File: config.mk
export PLATFORM = sky130hd
export DESIGN_NAME = uart_flow_bypass
export DESIGN_NICKNAME = d
export VERILOG_FILES = /design/src/uart_flow_pkg.sv /design/src/flow_fifo.sv /design/src/uart_flow_bypass.sv
export VERILOG_INCLUDE_DIRS = /design/src
export SDC_FILE = /design/constraint.sdc
export NUM_CORES = 1
export LEC_CHECK = 0
export BUFFER_PORTS_ARGS = -buffer_cell sky130_fd_sc_hd__buf_2
export CORE_UTILIZATION = 50
export DETAILED_ROUTE_END_ITERATION = 10
export PLACE_DENSITY = 0.66
export SYNTH_ARGS = -nofsm -noshare
export SYNTH_HDL_FRONTEND = slang
export SYNTH_SLANG_ARGS = --single-unit
File: constraint.sdc
create_clock -name i_core_clk -period 4.95 [get_ports i_core_clk]
set_input_delay 1.485 -clock i_core_clk [delete_from_list [all_inputs] [get_ports i_core_clk]]
set_output_delay 1.485 -clock i_core_clk [all_outputs]
set_load 0.03 [all_outputs]
File: src/uart_flow_map.svh
/*
 Register offsets, field positions, reset values and FIFO thresholds for
 the flow-control and bypass block. Assumes inclusion by bare name.
*/
`ifndef UART_FLOW_MAP_SVH
`define UART_FLOW_MAP_SVH
`define SUB_CTRL_ADDR     12'h110
`define SUB_MCR_WR_ADDR   12'h130
`define SUB_MCR_RD_ADDR   12'h134
`define SUB_FIFO_ADDR     12'h140
`define HOST_FCR_ADDR     3'h2
`define HOST_MCR_ADDR     3'h4
`define HOST_DATA_ADDR    3'h0
`define CTRL_BYPASS_BIT   7
`define MCR_ACTS_BIT      5
`define MCR_RTS_BIT       1
`define FCR_ARTS_BIT      4
`define FCR_DEEP_BIT      5
`define FCR_TRIG_LO_BIT   6
`define FCR_TRIG_HI_BIT   7
`define RTS_STOP_SHALLOW  7'h0e
`define RTS_STOP_DEEP     7'h38
`define DEPTH_SHALLOW     7'h10
`define DEPTH_DEEP        7'h40
`define MCR_RESET         8'h00
`define FCR_RESET         8'h00
`define CTRL_RESET        8'h00
`endif

File: src/uart_flow_pkg.sv
/*
 Types shared by the bypass block. Assumes nothing beyond the compiler.
*/
package uart_flow_pkg;
    typedef logic [7:0] byte_t;
    typedef logic [6:0] count_t;
    typedef enum logic [2:0] {
        TX_IDLE = 3'b001,
        TX_SEND = 3'b010,
        TX_HOLD = 3'b100
    } tx_state_e;
endpackage

File: src/flow_fifo.sv
/*
 Byte FIFO, 64 entries, with a run-time depth limit of 16 or 64.
 Ignores a push when full and a pop when empty.
*/
`timescale 1ns/1ps
`default_nettype none
module flow_fifo
(
    // Clock and reset
    input  wire logic       i_core_clk,
    input  wire logic       i_sys_rst,
    // Control
    input  wire logic       i_flush,
    input  wire logic [6:0] i_limit,
    // Write side
    input  wire logic       i_push,
    input  wire logic [7:0] i_wdata,
    // Read side
    input  wire logic       i_pop,
    output logic      [7:0] o_rdata,
    output logic      [6:0] o_count,
    output logic            o_full,
    output logic            o_empty
);
    logic [7:0] mem [0:63];
    logic [5:0] wptr;
    logic [5:0] rptr;
    logic [6:0] count;
    logic [5:0] next_wptr;
    logic [5:0] next_rptr;
    logic [6:0] next_count;
    logic       do_push;
    logic       do_pop;

    always_comb
    begin
        do_push    = i_push && (count < i_limit);
        do_pop     = i_pop && (count != 7'h00);
        next_wptr  = wptr + 6'(do_push);
        next_rptr  = rptr + 6'(do_pop);
        next_count = count + 7'(do_push) - 7'(do_pop);
        if (i_flush)
        begin
            next_wptr  = 6'h00;
            next_rptr  = 6'h00;
            next_count = 7'h00;
        end
    end

    always_ff @(posedge i_core_clk)
    begin
        if (i_sys_rst)
        begin
            wptr  <= 6'h00;
            rptr  <= 6'h00;
            count <= 7'h00;
        end
        else
        begin
            wptr  <= next_wptr;
            rptr  <= next_rptr;
            count <= next_count;
        end
    end

    // Storage has no reset: contents are don't-care until written
    always_ff @(posedge i_core_clk)
    begin
        if (do_push && !i_flush)
            mem[wptr] <= i_wdata;
    end

    assign o_rdata = mem[rptr];
    assign o_count = count;
    assign o_full  = (count >= i_limit);
    assign o_empty = (count == 7'h00);
endmodule
`default_nettype wire

File: src/uart_flow_bypass.sv
/*
 Flow-control and serial-bypass logic around the UART FIFOs.
 Assumes host and subsystem strobes are one-cycle pulses synchronous
 to the core clock, and a serial engine that handshakes one byte at a time.
*/
`timescale 1ns/1ps
`default_nettype none
`include "uart_flow_map.svh"
module uart_flow_bypass
(
    // Clock and reset
    input  wire logic        i_core_clk,
    input  wire logic        i_sys_rst,
    // Pins
    input  wire logic        i_extend_n,
    input  wire logic        i_cts_n,
    output logic             o_rts_n,
    // Host register port
    input  wire logic [2:0]  i_host_addr,
    input  wire logic        i_host_wr,
    input  wire logic        i_host_rd,
    input  wire logic [7:0]  i_host_wdata,
    output logic      [7:0]  o_host_rdata,
    // Subsystem register port
    input  wire logic [11:0] i_sub_addr,
    input  wire logic        i_sub_wr,
    input  wire logic        i_sub_rd,
    input  wire logic [7:0]  i_sub_wdata,
    output logic      [7:0]  o_sub_rdata,
    // Serial receiver
    input  wire logic        i_rx_valid,
    input  wire logic [7:0]  i_rx_data,
    input  wire logic        i_rx_parity_err,
    input  wire logic        i_rx_frame_err,
    input  wire logic        i_rx_break,
    // Serial transmitter
    input  wire logic        i_tx_done,
    output logic             o_tx_start,
    output logic      [7:0]  o_tx_data,
    // Interrupt sources to host interrupt logic
    output logic             o_rx_data_avail,
    output logic             o_line_status_int,
    output logic             o_bypass_active
);
    logic [7:0] ctrl;
    logic [7:0] subsystem_modem_control_write;
    logic [7:0] fifo_control_reg;
    logic [7:0] next_ctrl;
    logic [7:0] next_mcr;
    logic [7:0] next_fcr;
    logic [7:0] tx_data;
    logic [7:0] next_tx_data;
    logic [7:0] sub_rdata;
    logic [7:0] next_sub_rdata;
    logic [7:0] host_rdata;
    logic [7:0] next_host_rdata;
    logic       line_int;
    logic       next_line_int;
    uart_flow_pkg::tx_state_e tx_state;
    uart_flow_pkg::tx_state_e next_tx_state;

    logic       bypass;
    logic       deep;
    logic       auto_rts;
    logic       auto_cts;
    logic [6:0] limit;
    logic [6:0] rx_count;
    logic [6:0] tx_count;
    logic [6:0] trigger;
    logic [7:0] rx_rdata;
    logic [7:0] tx_rdata;
    logic       rx_full;
    logic       rx_empty;
    logic       tx_full;
    logic       tx_empty;
    logic       rx_push;
    logic       rx_pop;
    logic       tx_push;
    logic       tx_pop;
    logic [7:0] rx_wdata;
    logic       fcr_wr;
    logic       sub_fifo_wr;
    logic       sub_fifo_rd;
    logic       host_data_rd;
    logic       start;

    function automatic logic sub_hit(input logic [11:0] addr, input logic [11:0] reg_addr);
        sub_hit = (addr == reg_addr);
    endfunction

    // Mode decode
    assign bypass   = ctrl[`CTRL_BYPASS_BIT];
    assign deep     = fifo_control_reg[`FCR_DEEP_BIT] && !i_extend_n;
    assign limit    = deep ? `DEPTH_DEEP : `DEPTH_SHALLOW;
    assign auto_rts = fifo_control_reg[`FCR_ARTS_BIT] && !i_extend_n;
    assign auto_cts = subsystem_modem_control_write[`MCR_ACTS_BIT];

    assign fcr_wr       = i_host_wr && (i_host_addr == `HOST_FCR_ADDR);
    assign host_data_rd = i_host_rd && (i_host_addr == `HOST_DATA_ADDR);
    assign sub_fifo_wr  = i_sub_wr && sub_hit(i_sub_addr, `SUB_FIFO_ADDR);
    assign sub_fifo_rd  = i_sub_rd && sub_hit(i_sub_addr, `SUB_FIFO_ADDR);

    // Serial path gated off in bypass; subsystem owns the serial end of both FIFOs
    assign rx_push  = bypass ? sub_fifo_wr : i_rx_valid;
    assign rx_wdata = bypass ? i_sub_wdata : i_rx_data;
    assign rx_pop   = host_data_rd;
    assign tx_push  = i_host_wr && (i_host_addr == `HOST_DATA_ADDR);
    assign tx_pop   = bypass ? sub_fifo_rd : start;

    flow_fifo u_rx_fifo
    (
        .i_core_clk (i_core_clk),
        .i_sys_rst  (i_sys_rst),
        .i_flush    (fcr_wr && i_host_wdata[1]),
        .i_limit    (limit),
        .i_push     (rx_push),
        .i_wdata    (rx_wdata),
        .i_pop      (rx_pop),
        .o_rdata    (rx_rdata),
        .o_count    (rx_count),
        .o_full     (rx_full),
        .o_empty    (rx_empty)
    );

    flow_fifo u_tx_fifo
    (
        .i_core_clk (i_core_clk),
        .i_sys_rst  (i_sys_rst),
        .i_flush    (fcr_wr && i_host_wdata[2]),
        .i_limit    (limit),
        .i_push     (tx_push),
        .i_wdata    (i_host_wdata),
        .i_pop      (tx_pop),
        .o_rdata    (tx_rdata),
        .o_count    (tx_count),
        .o_full     (tx_full),
        .o_empty    (tx_empty)
    );

    // Trigger level for data-available, independent of auto-RTS
    always_comb
    begin
        unique case ({fifo_control_reg[`FCR_TRIG_HI_BIT], fifo_control_reg[`FCR_TRIG_LO_BIT]})
            2'b00:   trigger = 7'h01;
            2'b01:   trigger = deep ? 7'h10 : 7'h04;
            2'b10:   trigger = deep ? 7'h20 : 7'h08;
            2'b11:   trigger = deep ? 7'h38 : 7'h0e;
        endcase
    end

    // Transmit sequencer
    always_comb
    begin
        next_tx_state = tx_state;
        next_tx_data  = tx_data;
        start         = 1'b0;
        unique case (tx_state)
            uart_flow_pkg::TX_IDLE:
            begin
                // Halt only between characters, never mid-character
                if (!bypass && !tx_empty && !(auto_cts && i_cts_n))
                begin
                    start         = 1'b1;
                    next_tx_data  = tx_rdata;
                    next_tx_state = uart_flow_pkg::TX_SEND;
                end
            end
            uart_flow_pkg::TX_SEND:
            begin
                if (i_tx_done)
                    next_tx_state = uart_flow_pkg::TX_IDLE;
            end
            default:
                next_tx_state = uart_flow_pkg::TX_IDLE;
        endcase
    end

    // Register writes and automatic RTS clear
    always_comb
    begin
        next_ctrl = ctrl;
        next_mcr  = subsystem_modem_control_write;
        next_fcr  = fifo_control_reg;
        if (i_sub_wr && sub_hit(i_sub_addr, `SUB_CTRL_ADDR))
            next_ctrl = {i_sub_wdata[7], 1'b0, i_sub_wdata[5:0]};
        if (fcr_wr)
            next_fcr = i_host_wdata;
        if (i_host_wr && (i_host_addr == `HOST_MCR_ADDR))
            next_mcr = {subsystem_modem_control_write[7:6], subsystem_modem_control_write[5], i_host_wdata[4:0]};
        if (i_sub_wr && sub_hit(i_sub_addr, `SUB_MCR_WR_ADDR))
            next_mcr[`MCR_ACTS_BIT] = i_sub_wdata[`MCR_ACTS_BIT];
        // Hardware clear wins over a host set in the same cycle
        if (auto_rts
            && (rx_count >= (deep ? `RTS_STOP_DEEP : `RTS_STOP_SHALLOW)))
            next_mcr[`MCR_RTS_BIT] = 1'b0;
        // Next bypass too, so no pulse lands in the first bypass cycle
        next_line_int = !bypass && !next_ctrl[`CTRL_BYPASS_BIT] && i_rx_valid
                        && (i_rx_parity_err || i_rx_frame_err || i_rx_break);
        next_sub_rdata = 8'h00;
        if (sub_fifo_rd && bypass)
            next_sub_rdata = tx_rdata;
        else if (i_sub_rd && sub_hit(i_sub_addr, `SUB_MCR_RD_ADDR))
            next_sub_rdata = subsystem_modem_control_write;
        else if (i_sub_rd && sub_hit(i_sub_addr, `SUB_CTRL_ADDR))
            next_sub_rdata = ctrl;
        next_host_rdata = host_rdata;
        if (host_data_rd)
            next_host_rdata = rx_rdata;
        else if (i_host_rd && (i_host_addr == `HOST_MCR_ADDR))
            next_host_rdata = subsystem_modem_control_write;
    end

    always_ff @(posedge i_core_clk)
    begin
        if (i_sys_rst)
        begin
            ctrl       <= `CTRL_RESET;
            subsystem_modem_control_write        <= `MCR_RESET;
            fifo_control_reg        <= `FCR_RESET;
            tx_state   <= uart_flow_pkg::TX_IDLE;
            tx_data    <= 8'h00;
            sub_rdata  <= 8'h00;
            host_rdata <= 8'h00;
            line_int   <= 1'b0;
        end
        else
        begin
            ctrl       <= next_ctrl;
            subsystem_modem_control_write        <= next_mcr;
            fifo_control_reg        <= next_fcr;
            tx_state   <= next_tx_state;
            tx_data    <= next_tx_data;
            sub_rdata  <= next_sub_rdata;
            host_rdata <= next_host_rdata;
            line_int   <= next_line_int;
        end
    end

    assign o_rts_n           = !subsystem_modem_control_write[`MCR_RTS_BIT];
    assign o_tx_start        = (tx_state == uart_flow_pkg::TX_SEND);
    assign o_tx_data         = tx_data;
    assign o_host_rdata      = host_rdata;
    assign o_sub_rdata       = sub_rdata;
    // Same trigger compare whatever the CTS/RTS modes
    assign o_rx_data_avail   = (rx_count >= trigger);
    assign o_line_status_int = line_int;
    assign o_bypass_active   = bypass;
endmodule
`default_nettype wire

==> summary.json <==
{
  "synth_commonest_cells": {"value": "1,024 x sky130_fd_sc_hd__edfxtp_1, 248 x sky130_fd_sc_hd__mux4_2, 208 x sky130_fd_sc_hd__nor2_1"},
  "post_synthesis_cell_count": {"value": 2283},
  "total_vias_in_the_final_route": {"value": 22400},
  "power.ir.vdd_worst": {"value": 0.362, "unit": "mV"},
  "cts_max_path_buffers": {"value": 3},
  "worst-slew-pin-transition": {"value": 1.18, "unit": "ns"},
  "clockRootBuffer": {"value": "sky130_fd_sc_hd__clkbuf_16"},
  "setup_violations": {"value": 0},
  "run_status": {"value": "completed"},
  "synthFlopType": {"value": "sky130_fd_sc_hd__edfxtp_1"},
  "crit_start": {"value": "i_extend_n"},
  "port-buffer-count": {"value": 80},
  "placed_cells": {"value": 3586},
  "fillers": {"value": 6420},
  "skew_final": {"value": 0.0145, "unit": "ns"},
  "timing.hold.worst.class": {"value": "reg -> reg"},
  "synth_cell_types": {"value": 65},
  "power-per-cell-area": {"value": 430, "unit": "mW/mm2"},
  "largest_net_degree_at_the_start_of_global_routing": {"value": 67},
  "drc_errors": {"value": 0},
  "fp.coreArea": {"value": 0.0870, "unit": "mm2"},
  "cp_data_required_time": {"value": 3.46, "unit": "ns"},
  "final.period_utilization": {"value": 95.5, "unit": "%"},
  "die_width": {"value": 299, "unit": "um"},
  "timing_max_transition_violations_final": {"value": 0},
  "post-cts-setup-buffers": {"value": 0},
  "hold_viol": {"value": 0},
  "reg2reg_from": {"value": "ctrl[7]"},
  "finalNetCount": {"value": 2633},
  "grtUsageTotal": {"value": 22.4, "unit": "%"},
  "timing.critical_path.to_type": {"value": "primary output"},
  "clock_latency": {"value": 0.66, "unit": "ns"},
  "reg2reg_depth": {"value": 13},
  "post_cts_resized": {"value": 0},
  "timing.final.crit_period": {"value": 4.73, "unit": "ns"},
  "vias_in_the_first_global_route": {"value": 23000},
  "min_to": {"value": "subsystem_modem_control_write[1]"},
  "floorplan.die_area": {"value": 0.0892, "unit": "mm2"},
  "area_growth": {"value": 14.0, "unit": "%"},
  "num_antenna_cells": {"value": 0},
  "worstPathBufferInverterCount": {"value": 2},
  "endpoint_of_the_lowest_slack_register_to_register_path": {"value": "u_rx_fifo.o_count[6]"},
  "static-leakage-power": {"value": 16.1, "unit": "nW"},
  "synth.yosys.warnings": {"value": 0},
  "postLayoutCoreUtil": {"value": 57.6, "unit": "%"},
  "max_cap_viol_count": {"value": 0},
  "cp_peak_stage_delay": {"value": 0.30, "unit": "ns"},
  "reg2reg_slack": {"value": 1.40, "unit": "ns"},
  "arrival": {"value": 3.24, "unit": "ns"},
  "first_pass_iters": {"value": 6},
  "rsz0062_at_grt": {"value": "false"},
  "hold_start": {"value": "fifo_control_reg[4]"},
  "std_cell_rows": {"value": 108},
  "cp_top_family": {"value": "compound AO/OA/AOI/OAI gates"},
  "yosys.cell_count.top_type": {"value": "sky130_fd_sc_hd__edfxtp_1"},
  "cts_max_level": {"value": 3},
  "synth.top_cell.area_share": {"value": 69.9, "unit": "%"},
  "fmax": {"value": 0.211, "unit": "GHz"},
  "share_of_synthesized_flip_flops_with_an_asynchronous_set_or_reset": {"value": 0, "unit": "%"},
  "fp.dieH": {"value": 299, "unit": "um"},
  "grt.overflow.total": {"value": 0},
  "cts_sinks": {"value": 1106},
  "tritoncts": {"value": "built"},
  "synth_seq_cells": {"value": 1106},
  "setup-tns-final": {"value": 0, "unit": "ns"},
  "instances_no_fill": {"value": 3779},
  "clk_transition_reported_paths": {"value": 0.06, "unit": "ns"},
  "critPathMaxFanout": {"value": 2},
  "timing.slew.headroom": {"value": 21.0, "unit": "%"},
  "global_route_wire_length_before_repair": {"value": 148000, "unit": "um"},
  "cp-start-kind": {"value": "input pin"},
  "yosysTopAreaCell": {"value": "sky130_fd_sc_hd__edfxtp_1"},
  "biggestRegsByFlops": {"value": "u_rx_fifo.mem: 512 flops, u_tx_fifo.mem: 512 flops"},
  "antenna_found_initial": {"value": 1},
  "synth_area": {"value": 0.0440, "unit": "mm2"},
  "timing.critical_path.slowest_stage_cell": {"value": "sky130_fd_sc_hd__a211o_1"},
  "post_route_cells_drive_above_1_share": {"value": 27.4, "unit": "%"},
  "hpwlAfterDp": {"value": 63900, "unit": "um"},
  "syn_area_per_cell": {"value": 19.3, "unit": "um2"},
  "yosysSeqAreaShare": {"value": 73.6, "unit": "%"},
  "routabilityCongestion": {"value": 0.896},
  "detail_route.iter0.violations": {"value": 2256},
  "crit_top_cell": {"value": "sky130_fd_sc_hd__a21o_1"},
  "criticalPathCategory": {"value": "in -> out"},
  "route.detailed.wl_per_inst": {"value": 26.2, "unit": "um"},
  "ant_nets": {"value": 0},
  "worstPathCellList": {"value": "buf_2 -> nand2b_1 -> nand3_1 -> ha_1 -> a21o_1 -> a21o_1 -> a21o_1 -> a21o_1 -> a211o_1 -> buf_2"},
  "vias_per_cell": {"value": 5.93},
  "number_of_synthesized_flops_with_an_enable_pin": {"value": 1024},
  "synth.area.top_cells": {"value": "sky130_fd_sc_hd__edfxtp_1 70%, sky130_fd_sc_hd__mux4_2 13%, sky130_fd_sc_hd__dfxtp_1 3.7%"},
  "worst_hold_path.num_cells": {"value": 1},
  "ctsHoldBuffers": {"value": 0},
  "synth.net_count": {"value": 2376},
  "cts_buffers": {"value": 107},
  "wirelength": {"value": 99000, "unit": "um"},
  "initial_utilization": {"value": 50.6, "unit": "%"},
  "ios": {"value": 81}
}
==> cell type report <==
class	instances	area, um2	area share, %
sequential	1106	32400	64.6
clock inverter	53	558	1.11
timing repair buffer	272	1930	3.85
clock buffer	140	2900	5.78
tap	1155	1450	2.88
multi-input combinational	1024	10800	21.5
inverter	29	109	0.217
==> layer usage <==
layer | wire [um] | global-route usage, % | share of wire (%)
met4 | 3650 | 8.61 | 3.7
met5 | 9 | 0 | 0.0091
met2 | 49300 | 36.7 | 50
met3 | 5870 | 3.45 | 5.9
met1 | 40200 | 30.6 | 41
==> power breakdown <==
| part | internal (W) | total [W] | switching (W) |
|---|---|---|---|
| Clock | 0.00469 | 0.00804 | 0.00336 |
| Sequential | 0.0103 | 0.0106 | 0.000227 |
| Combinational | 0.00137 | 0.00296 | 0.00159 |
==> worst max path at each step <==
stage	to	slack, ns	cells past startpoint
2_1_floorplan	o_rx_data_avail	0.30	8
3_3_place_gp	u_tx_fifo.o_count[6]	0.18	15
3_5_place_dp	u_tx_fifo.o_count[6]	0.14	15
4_1_cts	o_rx_data_avail	0.22	10
5_1_grt	o_rx_data_avail	0.16	10
6_report	o_rx_data_avail	0.22	10
==> cells in the final DEF (no fill, tap or decap), types with 25 or more instances in the layout <==
cell,Yosys,layout
sky130_fd_sc_hd__dfxtp_1,82,76
sky130_fd_sc_hd__o221ai_1,25,25
sky130_fd_sc_hd__clkbuf_16,0,107
sky130_fd_sc_hd__mux4_2,248,248
sky130_fd_sc_hd__ha_1,39,39
sky130_fd_sc_hd__inv_1,28,28
sky130_fd_sc_hd__nand2_1,41,41
sky130_fd_sc_hd__nor2b_1,31,30
sky130_fd_sc_hd__buf_4,9,185
sky130_fd_sc_hd__nor2_1,208,208
sky130_fd_sc_hd__mux2i_1,96,96
sky130_fd_sc_hd__a21oi_1,50,50
sky130_fd_sc_hd__buf_2,28,80
sky130_fd_sc_hd__a211oi_1,31,31
sky130_fd_sc_hd__edfxtp_1,1024,1024
==> kinds of logic (layout without fill, tap and decap cells) <==
| family | after synthesis | in the layout | share of synthesized area, % |
|---|---|---|---|
| DFF | 1106 | 1106 | 73.6 |
| adders and majority gates | 41 | 41 | 1.20 |
| xor gates and xnor gates | 25 | 25 | 0.498 |
| and+or+nand+nor | 398 | 398 | 4.30 |
| buffers and inverters | 153 | 494 | 1.85 |
| muxes | 367 | 367 | 15.5 |
| AOI/OAI and AO/OA | 193 | 193 | 3.07 |
==> through the flow <==
step                      setup WS [ns]  cell area, um2  power, W  hold slack [ns]
after floorplan                   0.298           44000    0.0129            0.426
after CTS                         0.218           50200    0.0217            0.465
after global placement            0.177           46700    0.0137            0.449
final                             0.221           50200    0.0216            0.467
after detailed placement          0.145           46700    0.0137            0.447
after global routing              0.156           50200    0.0223            0.477
No activity file was read; power rests on OpenSTA's default activity.
